**src/verilog/decay_pkg.sv**
```systemverilog
// Constants, encodings and register map for the chopping decay controller
package decay_pkg;
    localparam int CLK_MHZ = 20;
    localparam int CODE_W  = 5;
    localparam int MV_W    = 9;
    localparam int CNT_W   = 10;
    localparam int NSYNC   = 14;

    // Tri-level internal codes
    localparam logic [1:0] TRI_LO = 2'h0;
    localparam logic [1:0] TRI_Z  = 2'h1;
    localparam logic [1:0] TRI_HI = 2'h2;

    // Off period, microseconds, and cycle counts
    localparam int OFF_LO_US = 20;
    localparam int OFF_Z_US  = 10;
    localparam int OFF_HI_US = 30;
    localparam logic [CNT_W-1:0] OFF_LO_CYC = CNT_W'(OFF_LO_US * CLK_MHZ);
    localparam logic [CNT_W-1:0] OFF_Z_CYC  = CNT_W'(OFF_Z_US * CLK_MHZ);
    localparam logic [CNT_W-1:0] OFF_HI_CYC = CNT_W'(OFF_HI_US * CLK_MHZ);

    // Blanking interval, nanoseconds, and least cycle counts
    localparam int BLANK_180_NS = 1800;
    localparam int BLANK_150_NS = 1500;
    localparam int BLANK_120_NS = 1200;
    localparam int BLANK_090_NS = 900;
    localparam logic [CNT_W-1:0] BLANK_180_CYC =
        CNT_W'((BLANK_180_NS * CLK_MHZ + 999) / 1000);
    localparam logic [CNT_W-1:0] BLANK_150_CYC =
        CNT_W'((BLANK_150_NS * CLK_MHZ + 999) / 1000);
    localparam logic [CNT_W-1:0] BLANK_120_CYC =
        CNT_W'((BLANK_120_NS * CLK_MHZ + 999) / 1000);
    localparam logic [CNT_W-1:0] BLANK_090_CYC =
        CNT_W'((BLANK_090_NS * CLK_MHZ + 999) / 1000);

    // Trip reference
    localparam logic [MV_W-1:0] TRIP_FULL_MV = 9'h1f4;
    localparam logic [3:0]      TORQUE_FULL  = 4'h8;

    // APB register map
    localparam logic [7:0]  ADDR_CTRL     = 8'h00;
    localparam logic [7:0]  ADDR_STATUS   = 8'h04;
    localparam int          CTRL_EN_BIT   = 0;
    localparam logic [31:0] CTRL_RESET    = 32'h0000_0001;
    localparam int          ST_STATE_LSB  = 0;
    localparam int          ST_OS_LSB     = 3;
    localparam int          ST_ADAPT_BIT  = 5;
    localparam int          ST_TRIP_LSB   = 16;

    typedef enum logic [2:0] {
        ST_SLEEP = 3'h0,
        ST_BLANK = 3'h1,
        ST_DRIVE = 3'h3,
        ST_FAST  = 3'h2,
        ST_SLOW  = 3'h6,
        ST_COAST = 3'h7
    } chop_state_e;

    typedef enum logic [2:0] {
        DK_SLOW  = 3'h0,
        DK_BL1   = 3'h1,
        DK_P25   = 3'h2,
        DK_P50   = 3'h3,
        DK_P12   = 3'h4,
        DK_FULL  = 3'h5
    } decay_kind_e;
endpackage

```
**src/verilog/decay_blank_ctrl.sv**
```systemverilog
// PWM chopping decay and blanking controller for one H-bridge
//
// Operation
// RQ1 - Trip reference is sine level times torque; code 31 full torque 500 mV
// RQ2 - On trip the bridge stops driving and recirculates until off period ends
// RQ3 - Fast decay reverses the bridge and turns it off near zero current
// RQ4 - Slow decay turns on both low-side transistors
// RQ5 - Mixed decay runs fast first, then slow for the rest of off period
// RQ6 - Both decay select pins are three-state, nine configurations
// RQ7 - Falling current decay table over the nine decay select pairs
// RQ8 - Rising current is slow except Z0, ZZ and Z1 pairs
// RQ9 - Adaptive decay needs adaptive pin high and both decay pins high
// RQ10 - Adaptive pin is sampled only on sleep exit
// RQ11 - Adaptive: drive longer than blanking gives slow decay
// RQ12 - Adaptive: first overshoot one blanking fast, second two blankings
// RQ13 - Adaptive: third and later overshoots give fast for quarter off time
// RQ14 - Adaptive: short of regulation, slow decay until current exceeds it
// RQ15 - Adaptive: on step change restart at one blanking and escalate
// RQ16 - Comparator ignored during blanking, which is minimum drive time
// RQ17 - Blanking interval chosen from sine code group and torque setting
// RQ18 - Off period from tri-level pin: low 20, floating 10, high 30 us
// RQ19 - Torque pins decode to a 4-bit linear level, 0 to 8, of 12.5 percent steps
// RQ20 - Both torque pins high forces the bridge outputs off
// RQ21 - Each tri-level pin becomes one two-bit internal code
//
// Local design decisions: the register addresses and the APB interface to the registers.
`timescale 1ns/1ps
module decay_blank_ctrl (
    input  wire logic                           pclk,
    input  wire logic                           presetn,
    input  wire logic                           psel,
    input  wire logic                           penable,
    input  wire logic                           pwrite,
    input  wire logic [7:0]                     paddr,
    input  wire logic [31:0]                    pwdata,
    output logic      [31:0]                    prdata,
    output logic                                pready,
    output logic                                pslverr,
    input  wire logic [decay_pkg::CODE_W-1:0]   sine_code,
    input  wire logic                           current_rising,
    input  wire logic                           phase_pos,
    input  wire logic                           sleep_request_n,
    input  wire logic                           adaptive_decay_pin,
    input  wire logic [1:0]                     decay_sel_hi,
    input  wire logic [1:0]                     decay_sel_lo,
    input  wire logic [1:0]                     off_time_select,
    input  wire logic [1:0]                     torque_sel_hi,
    input  wire logic [1:0]                     torque_sel_lo,
    input  wire logic                           current_sense_node,
    input  wire logic                           zero_cross,
    output logic                                gate_hs1,
    output logic                                gate_ls1,
    output logic                                gate_hs2,
    output logic                                gate_ls2,
    output logic                                sense_masked,
    output logic [decay_pkg::MV_W-1:0]          trip_ref_mv
);
    import decay_pkg::*;

    ////////////////////////////////////////////////////////////////////////
    // Pin synchronisers
    logic [NSYNC-1:0] raw_in;
    logic [NSYNC-1:0] sync_a;
    logic [NSYNC-1:0] sync_b;
    assign raw_in = {sleep_request_n, adaptive_decay_pin, decay_sel_hi,
                     decay_sel_lo, off_time_select, torque_sel_hi,
                     torque_sel_lo, current_sense_node, zero_cross};

    genvar gi;
    generate
        for (gi = 0; gi < NSYNC; gi++) begin : g_sync
            always_ff @(posedge pclk or negedge presetn) begin
                if (!presetn) begin
                    sync_a[gi] <= 1'b0;
                    sync_b[gi] <= 1'b0;
                end else begin
                    sync_a[gi] <= raw_in[gi];
                    sync_b[gi] <= sync_a[gi];
                end
            end
        end
    endgenerate

    wire       awake_s = sync_b[13];
    wire       adaptive_decay_pin_s  = sync_b[12];
    wire       trip_s  = sync_b[1];
    wire       zero_s  = sync_b[0];

    ////////////////////////////////////////////////////////////////////////
    // Tri-level decode, pad bit 1 = pulled high, bit 0 = pulled low
    function automatic logic [1:0] tri_code(input logic [1:0] det);
        tri_code = det[1] ? TRI_HI : (det[0] ? TRI_LO : TRI_Z); // RQ21
    endfunction

    function automatic logic [3:0] pair_idx(input logic [1:0] hi,
                                            input logic [1:0] lo);
        pair_idx = 4'(tri_code(hi)) * 4'h3 + 4'(tri_code(lo)); // RQ6
    endfunction

    wire [3:0] dec_idx = pair_idx(sync_b[11:10], sync_b[9:8]);    // RQ6
    wire [3:0] trq_idx = pair_idx(sync_b[5:4], sync_b[3:2]);
    wire [1:0] off_sel = tri_code(sync_b[7:6]);
    wire [3:0] trq_lvl = TORQUE_FULL - trq_idx;                    // RQ19

    wire [CNT_W-1:0] off_len =
        (off_sel == TRI_HI) ? OFF_HI_CYC :
        (off_sel == TRI_Z)  ? OFF_Z_CYC  : OFF_LO_CYC;             // RQ18

    // Blanking from sine code group and torque index
    wire [1:0] grp = sine_code[4] ? 2'h3 : sine_code[3] ? 2'h2 :
                     sine_code[2] ? 2'h1 : 2'h0;
    logic [CNT_W-1:0] blank_len;
    always_comb begin
        blank_len = BLANK_090_CYC;                                 // RQ17
        case (grp)
            2'h3: blank_len = (trq_idx < 4'h2) ? BLANK_180_CYC :
                              (trq_idx < 4'h5) ? BLANK_150_CYC :
                              (trq_idx < 4'h7) ? BLANK_120_CYC :
                              BLANK_090_CYC;
            2'h2: blank_len = (trq_idx < 4'h3) ? BLANK_150_CYC :
                              (trq_idx < 4'h6) ? BLANK_120_CYC :
                              BLANK_090_CYC;
            2'h1: blank_len = (trq_idx < 4'h3) ? BLANK_120_CYC :
                              BLANK_090_CYC;
            default: blank_len = BLANK_090_CYC;
        endcase
    end

    // Fixed decay kind from the pin pair and current direction
    logic [2:0] kind;
    always_comb begin
        kind = DK_SLOW;
        case (dec_idx)
            4'h1: kind = current_rising ? DK_SLOW : DK_P25;        // RQ7
            4'h2: kind = current_rising ? DK_SLOW : DK_BL1;        // RQ7
            4'h3: kind = DK_BL1;                                   // RQ8
            4'h4: kind = DK_P50;                                   // RQ8
            4'h5: kind = DK_P25;                                   // RQ8
            4'h6: kind = current_rising ? DK_SLOW : DK_P50;        // RQ7
            4'h7: kind = current_rising ? DK_SLOW : DK_P12;        // RQ7
            4'h8: kind = current_rising ? DK_SLOW : DK_FULL;       // RQ7
            default: kind = DK_SLOW;
        endcase
    end

    ////////////////////////////////////////////////////////////////////////
    // Trip reference
    logic [MV_W-1:0] base_mv;
    sine_trip_rom u_rom (
        .pclk    (pclk),
        .presetn (presetn),
        .code    (sine_code),
        .mv      (base_mv)
    );
    wire [12:0] trip_prod = 13'(base_mv) * 13'(trq_lvl) + 13'h4;   // RQ1

    ////////////////////////////////////////////////////////////////////////
    // Chopping state machine
    chop_state_e      state;
    chop_state_e      next_state;
    logic [CNT_W-1:0] elapsed;
    logic [CNT_W-1:0] fast_len;
    logic [1:0]       os_cnt;
    logic             adaptive_lat;
    logic             awake_prev;
    logic [CODE_W-1:0] prev_code;
    logic [31:0]      ctrl;

    wire adaptive_on = adaptive_lat && dec_idx == 4'h8;            // RQ9
    wire go          = awake_s && ctrl[CTRL_EN_BIT] && trq_lvl != 4'h0;
    wire blank_end   = elapsed + 10'h1 >= blank_len;
    wire in_decay    = state == ST_FAST || state == ST_SLOW ||
                       state == ST_COAST;
    wire off_end     = elapsed + 10'h1 >= off_len;
    wire over_shoot  = state == ST_BLANK && blank_end && trip_s;
    wire trip_now    = over_shoot || (state == ST_DRIVE && trip_s);
    wire [1:0] next_os = !over_shoot ? 2'h0 :
                         (os_cnt == 2'h3) ? 2'h3 : os_cnt + 2'h1;

    logic [CNT_W-1:0] next_fast;
    always_comb begin
        next_fast = '0;
        if (adaptive_on) begin
            case (next_os)
                2'h1: next_fast = blank_len;                       // RQ12
                2'h2: next_fast = CNT_W'(blank_len << 1);          // RQ12
                2'h3: next_fast = off_len >> 2;                    // RQ13
                default: next_fast = '0;                           // RQ11
            endcase
        end else begin
            case (kind)
                DK_BL1:  next_fast = blank_len;                    // RQ5
                DK_P25:  next_fast = off_len >> 2;
                DK_P50:  next_fast = off_len >> 1;
                DK_P12:  next_fast = off_len >> 3;
                DK_FULL: next_fast = off_len;
                default: next_fast = '0;
            endcase
        end
    end

    always_comb begin
        next_state = state;
        case (state)
            ST_SLEEP: next_state = ST_BLANK;
            ST_BLANK: begin
                if (blank_end) begin                               // RQ16
                    next_state = ST_DRIVE;
                end
            end
            ST_DRIVE: next_state = ST_DRIVE;
            ST_FAST, ST_COAST: begin
                if (off_end) begin
                    next_state = ST_BLANK;
                end else if (elapsed + 10'h1 >= fast_len) begin
                    next_state = ST_SLOW;                          // RQ5
                end else if (zero_s) begin
                    next_state = ST_COAST;                         // RQ3
                end
            end
            ST_SLOW: begin
                if (off_end) begin
                    next_state = ST_BLANK;                         // RQ18
                end
            end
            default: next_state = ST_SLEEP;
        endcase
        if (trip_now) begin
            next_state = (next_fast != '0) ? ST_FAST : ST_SLOW;    // RQ2
        end
        if (!go) begin
            next_state = ST_SLEEP;                                 // RQ20
        end
    end

    wire restart = (next_state == ST_BLANK && state != ST_BLANK) || trip_now;

    always_ff @(posedge pclk or negedge presetn) begin
        if (!presetn) begin
            state    <= ST_SLEEP;
            elapsed  <= '0;
            fast_len <= '0;
            os_cnt   <= 2'h0;
        end else begin
            state   <= next_state;
            elapsed <= restart ? '0 : elapsed + 10'h1;
            if (trip_now) begin
                fast_len <= next_fast;
                os_cnt   <= next_os;                               // RQ14
            end else if (sine_code != prev_code) begin
                os_cnt   <= 2'h0;                                  // RQ15
            end
        end
    end

    always_ff @(posedge pclk or negedge presetn) begin
        if (!presetn) begin
            awake_prev   <= 1'b0;
            adaptive_lat <= 1'b0;
            prev_code    <= '0;
        end else begin
            awake_prev <= awake_s;
            prev_code  <= sine_code;
            if (awake_s && !awake_prev) begin
                adaptive_lat <= adaptive_decay_pin_s;                            // RQ10
            end
        end
    end

    ////////////////////////////////////////////////////////////////////////
    // Gate outputs follow the state entered
    wire drv   = next_state == ST_BLANK || next_state == ST_DRIVE;
    wire fst   = next_state == ST_FAST;                            // RQ3
    wire slw   = next_state == ST_SLOW;                            // RQ4
    always_ff @(posedge pclk or negedge presetn) begin
        if (!presetn) begin
            gate_hs1     <= 1'b0;
            gate_ls1     <= 1'b0;
            gate_hs2     <= 1'b0;
            gate_ls2     <= 1'b0;
            sense_masked <= 1'b1;
            trip_ref_mv  <= '0;
        end else begin
            gate_hs1     <= (drv && phase_pos) || (fst && !phase_pos);
            gate_ls2     <= (drv && phase_pos) || (fst && !phase_pos) || slw;
            gate_hs2     <= (drv && !phase_pos) || (fst && phase_pos);
            gate_ls1     <= (drv && !phase_pos) || (fst && phase_pos) || slw;
            sense_masked <= next_state != ST_DRIVE;                // RQ16
            trip_ref_mv  <= trip_prod[11:3];                       // RQ1
        end
    end

    ////////////////////////////////////////////////////////////////////////
    // APB slave, no wait states
    wire setup  = psel && !penable;
    wire hit_c  = paddr == ADDR_CTRL;
    wire hit_s  = paddr == ADDR_STATUS;
    wire [31:0] status_w = (32'(state) << ST_STATE_LSB) |
                           (32'(os_cnt) << ST_OS_LSB) |
                           (32'(adaptive_on) << ST_ADAPT_BIT) |
                           (32'(trip_ref_mv) << ST_TRIP_LSB);
    wire [31:0] rd_mux = hit_c ? ctrl : hit_s ? status_w : 32'h0;

    always_ff @(posedge pclk or negedge presetn) begin
        if (!presetn) begin
            ctrl    <= CTRL_RESET;
            prdata  <= 32'h0;
            pready  <= 1'b0;
            pslverr <= 1'b0;
        end else begin
            pready  <= setup;
            pslverr <= setup && !hit_c && !hit_s;
            if (setup) begin
                prdata <= pwrite ? 32'h0 : rd_mux;
            end
            if (psel && penable && pready && pwrite && hit_c) begin
                ctrl <= 32'(pwdata[CTRL_EN_BIT]) << CTRL_EN_BIT;
            end
        end
    end
endmodule // decay_blank_ctrl

```
**src/verilog/sine_trip_rom.sv**
```systemverilog
// Sine code to full-torque trip level lookup with registered output
`timescale 1ns/1ps
module sine_trip_rom (
    input  wire logic                          pclk,
    input  wire logic                          presetn,
    input  wire logic [decay_pkg::CODE_W-1:0]  code,
    output logic      [decay_pkg::MV_W-1:0]    mv
);
    import decay_pkg::*;
    logic [MV_W-1:0] look;

    always_comb begin
        case (code)
            5'h1f, 5'h1e: look = TRIP_FULL_MV;
            5'h1d: look = 9'h1ef;
            5'h1c: look = 9'h1ea;
            5'h1b: look = 9'h1e5;
            5'h1a: look = 9'h1e0;
            5'h19: look = 9'h1d6;
            5'h18: look = 9'h1cc;
            5'h17: look = 9'h1c2;
            5'h16: look = 9'h1b8;
            5'h15: look = 9'h1ae;
            5'h14: look = 9'h19f;
            5'h13: look = 9'h190;
            5'h12: look = 9'h181;
            5'h11: look = 9'h172;
            5'h10: look = 9'h163;
            5'h0f: look = 9'h14f;
            5'h0e: look = 9'h13b;
            5'h0d: look = 9'h12c;
            5'h0c: look = 9'h118;
            5'h0b: look = 9'h0ff;
            5'h0a: look = 9'h0eb;
            5'h09: look = 9'h0d7;
            5'h08: look = 9'h0be;
            5'h07: look = 9'h0aa;
            5'h06: look = 9'h091;
            5'h05: look = 9'h078;
            5'h04: look = 9'h064;
            5'h03: look = 9'h04b;
            5'h02: look = 9'h032;
            5'h01: look = 9'h019;
            default: look = 9'h000;
        endcase
    end

    always_ff @(posedge pclk or negedge presetn) begin
        if (!presetn) begin
            mv <= 9'h000;
        end else begin
            mv <= look;
        end
    end
endmodule // sine_trip_rom

```
**config.mk**
```make
export PLATFORM = sky130hd
export DESIGN_NAME = decay_blank_ctrl
export DESIGN_NICKNAME = d
export VERILOG_FILES = /design/src/verilog/decay_pkg.sv /design/src/verilog/decay_blank_ctrl.sv /design/src/verilog/sine_trip_rom.sv
export SDC_FILE = /design/constraint.sdc
export NUM_CORES = 1
export LEC_CHECK = 0
export ABC_AREA = 1
export ABC_CLOCK_PERIOD_IN_PS = 9300
export BUFFER_PORTS_ARGS = -buffer_cell sky130_fd_sc_hd__buf_2
export CAP_MARGIN = 20
export CELL_PAD_IN_SITES_DETAIL_PLACEMENT = 1
export CELL_PAD_IN_SITES_GLOBAL_PLACEMENT = 1
export CORE_UTILIZATION = 45
export CTS_CLUSTER_DIAMETER = 150
export DETAILED_ROUTE_END_ITERATION = 8
export GPL_TIMING_DRIVEN = 0
export PLACE_DENSITY = 0.85
export SLEW_MARGIN = 0
export SYNTH_ARGS = -nofsm -noshare
export SYNTH_HDL_FRONTEND = slang
export SYNTH_SLANG_ARGS = --single-unit
```
**constraint.sdc**
```tcl
create_clock -name pclk -period 9.3 [get_ports pclk]
set_clock_uncertainty 0.05 [all_clocks]
set_input_delay 2.79 -clock pclk [delete_from_list [all_inputs] [get_ports pclk]]
set_output_delay 2.79 -clock pclk [all_outputs]
set_load 0.05 [all_outputs]
```
==> parameters.txt <==
Parameter                              Value

Timing
  Count of endpoints failing setup in the final report ... 0
  Max Fclk ... around 0.15 GHz
  Transition time at the pin with the least slew margin ... around 810 ps
  Number of max-slew violations in the final report ... 0
  Worst slew margin ... 0.457
  Min cycle time layout ... between 6000 and 7000 ps
  Portion of the clock cycle consumed by the worst path in the final layout ... 0.719
  Setup TNS ... 0 ps
  RSZ-0062 raised after global routing ... no
  Count of endpoints failing hold in the final timing report ... 0
  Final worst-path setup slack ... 2610 ps

Logic synthesis
  Xor-xnor portion of the synthesized cell area ... 0.0169
  Yosys cell types ... 41
  Post-Synthesis Mean Instance Area ... 7.91 um2
  Main combinational cell family by area after synthesis ... simple AND/OR/NAND/NOR gates
  Sequential cell area fraction in the yosys report ... 0.375
  Yosys Warn Count ... 0
  Share of the synthesized area in compound gates (AO/OA/AOI/OAI) ... 0.0875
  Cell count after synthesis ... 853
  Share of synthesized cell area in full adder, half adder and majority cells ... 0.156
  Simple-gate share of the synthesized area ... 0.264
  Count of state elements after synthesis ... 101
  Area of the mapped netlist ... 6750 um2
  Fraction of synthesized area in multiplexers ... 0

Flow run
  Maximum capacitance violations ... 0

Min path
  Worst hold-check path type ... reg -> reg
  Min-delay src ... sync_a[7]

Clock network
  Buffer count from post-CTS setup fixing ... 0
  CTS root buf ... clkbuf_16
  Hold-fix buffers, CTS ... 0
  CTS buffer count ... 9
  Clock sink count ... 101
  Clock-pin slew on the worst setup and hold paths ... 70 ps
  Number of buffers on the longest clock path ... 2
  CTS tree ... yes
  Gates resized, CTS repair ... 0
  Insertion delay to the later sink of the worst-skew pair ... around 360 ps
  H-tree Lvls ... 3

Final layout
  Final nets ... 1088
  Share of post-route cells with drive strength above 1 ... 0.148
  Design Area, Final ... about 7700 um2
  Antenna cells ... 0
  Number of fillers in the final layout ... 1858
  Area grow syn2layout ... 13.8%
  Share of the core filled with cells in the final layout ... 0.527

GRT
  Global-route usage over all layers ... 0.234
  Overflow after GRT ... 0
  Largest net degree at the start of global routing ... 69
  Wire length of the first global-routing pass ... between 20 and 30 mm
  Number of global-route vias before repair ... 6017
  Number of antenna violations at the first check in global routing ... 0

Critical path
  Worst setup path start ... sine_code[3]
  Startpoint of the worst register-to-register path ... sync_b[5]
  Type of the worst setup path ... in -> reg
  Data arrival time at the worst-slack endpoint ... 6880 ps
  Critical path startpoint category ... input pin
  Data required time of the worst path ... 9490 ps
  Sort of element at the end of the critical path ... flip-flop
  Max FO, Critical Path ... 10

Power
  Worst vdd rail ir drop ... around 0.11 mV
  Total Power Consumption ... about 1.6 mW
  Power per Cell Area ... 204 nW/um2
  LEAKAGE ... 4.15 nW

Floorplanning
  Num ports ... about 110
  Die Width ... 124 um
  Starting density of the core ... 0.463
  Core region area ... around 15000 um2
  FP Rows ... 44
  Die span in y ... ~120 um
  Floorplan die area ... 15500 um2

Detailed routing
  Number of design-rule violations left by the first detailed-router iteration ... 353
  Total DRC errors in the routed layout ... 0
  Vias after detailed routing ... 5921
  Routed wirelength normalized by instance count ... 15.3 um
  Final ANT Viol Nets ... 0
  Via/cell ratio ... 5.22
  Number of search-and-repair iterations in the first detailed-routing pass ... 5
  Total wirelength of the detailed-routed design ... about 17 mm

Placed design
  Gpl congestion ... 0.885
  HPWL after detailed placement ... 13.7 mm
  Post-DP Area ... 7390 um2
  Post-placement setup slack ... 2260 ps
  Number of input and output port buffers inserted ... 65

Outcome
  Result of the run ... completed
kinds of logic after synthesis:
group / Yosys count
DFF: 101
adders and majority gates: 76
other: 1
xor gates and xnor gates: 13
and+or+nand+nor: 401
buffers and inverters: 158
AOI/OAI and AO/OA: 103
placed cells by master (no fill, tap or decap), drive strengths merged, types with 3 or more instances in the layout:
master / synthesis / routed
o21bai: 3 / 3
o211ai: 9 / 9
or2: 5 / 5
nor2: 81 / 81
fa: 14 / 14
conb: 1 / 17
xor2: 12 / 12
nand2: 220 / 220
clkinv: 2 / 4
clkbuf: 11 / 22
buf: 20 / 86
dfrtp: 99 / 99
nor3: 8 / 8
nor4: 6 / 6
inv: 125 / 127
a21oi: 28 / 28
o22ai: 4 / 4
and2: 3 / 3
o31ai: 5 / 5
nand4: 12 / 12
a31oi: 3 / 3
ha: 62 / 62
nand3: 62 / 62
o21ai: 45 / 45
path summary, 6_finish.rpt:
check	to	cells past startpoint	slack (ps)
worst max register to register	trip_ref_mv[8]	26	4100
min in group asynchronous	elapsed[7]	1	2320
worst min register to register	sync_b[7]	0	300
max in group asynchronous	ctrl[0]	2	6150
worst min-delay path	sync_b[7]	0	300
worst max-delay path	gate_ls1	25	2610
where the power goes:
group          switching, mW  internal [mW]
logic                  0.447          0.208
clock network          0.173          0.193
registers             0.0405          0.505
stage by stage:
step | hold slack [ps] | cells
after floorplan | 281 | 869
after global placement | 282 | 1118
after detailed placement | 286 | 1119
after CTS | 300 | 1135
after global routing | 306 | 1135
final | 300 | 1135
layout make-up:
cell class,instances,area (um2),area share
Buffer,31,195,0.0254
Clock inverter,5,45.0,0.00586
Clock buffer,11,243,0.0316
Timing Repair Buffer,66,355,0.0463
Multi-Input combinational cell,610,3610,0.469
Sequential cell,101,2530,0.329
Tap cell,184,230,0.0300
Inverter,127,477,0.0621
metal layers:
layer	share of wire	global-route usage
met1	0.44	0.298
met2	0.48	0.400
met3	0.047	0.0387
met4	0.024	0.0843
met5	0	0
sequential cells by signal, summed over array words and instances (netlist names), 2 cells and up:
register	count
os_cnt	2
u_rom.mv	9
prev_code	5
elapsed	10
prdata	15
state	3
trip_ref_mv	9
sync_a	14
sync_b	10
fast_len	10
critical path, cell delays in order:
cell and delay [ps]:
buf_2 100, clkbuf_1 220, inv_1 260, nand2_1 130, nand2_1 140, inv_1 70, ha_1 250, nor3_1 680
inv_1 100, ha_1 320, a21oi_1 220, inv_1 70, nor2_1 160, nand3_2 100, nor2_4 150, nor2_4 60
buf_6 140, nand3_1 80, nand3_1 100, a21oi_1 220, nand2_1 90, nor2_2 120, nand2_2 100, nand4_1 110
nand3_1 90
synth_stat cells (all sizes together):
library cell  number  share of area
clkinv             2         0.0011
a31o               2         0.0026
or4                1         0.0011
xnor2              1         0.0013
o21ai             45          0.034
a31oi              3         0.0028
xor2              12          0.016
and3               1        0.00093
or2                5         0.0046
o211ai             9          0.010
o31ai              5         0.0056
o21bai             3         0.0033
nor3               8         0.0059
a21oi             28          0.021
o22ai              4         0.0037
nand3b             2         0.0022
dfrtp             99           0.37
fa                14          0.042
o2111ai            2         0.0026
nor4               6         0.0056
ha                62           0.11
conb               1        0.00056
o21a               2         0.0022
and2               3         0.0028
dfstp              2         0.0078
nor2              81          0.054
clkbuf            11         0.0061
nand3             62          0.051
buf               20          0.023
nand2            220           0.12
inv              125          0.070
nand4             12          0.011
(Power assumes the default switching activity.)
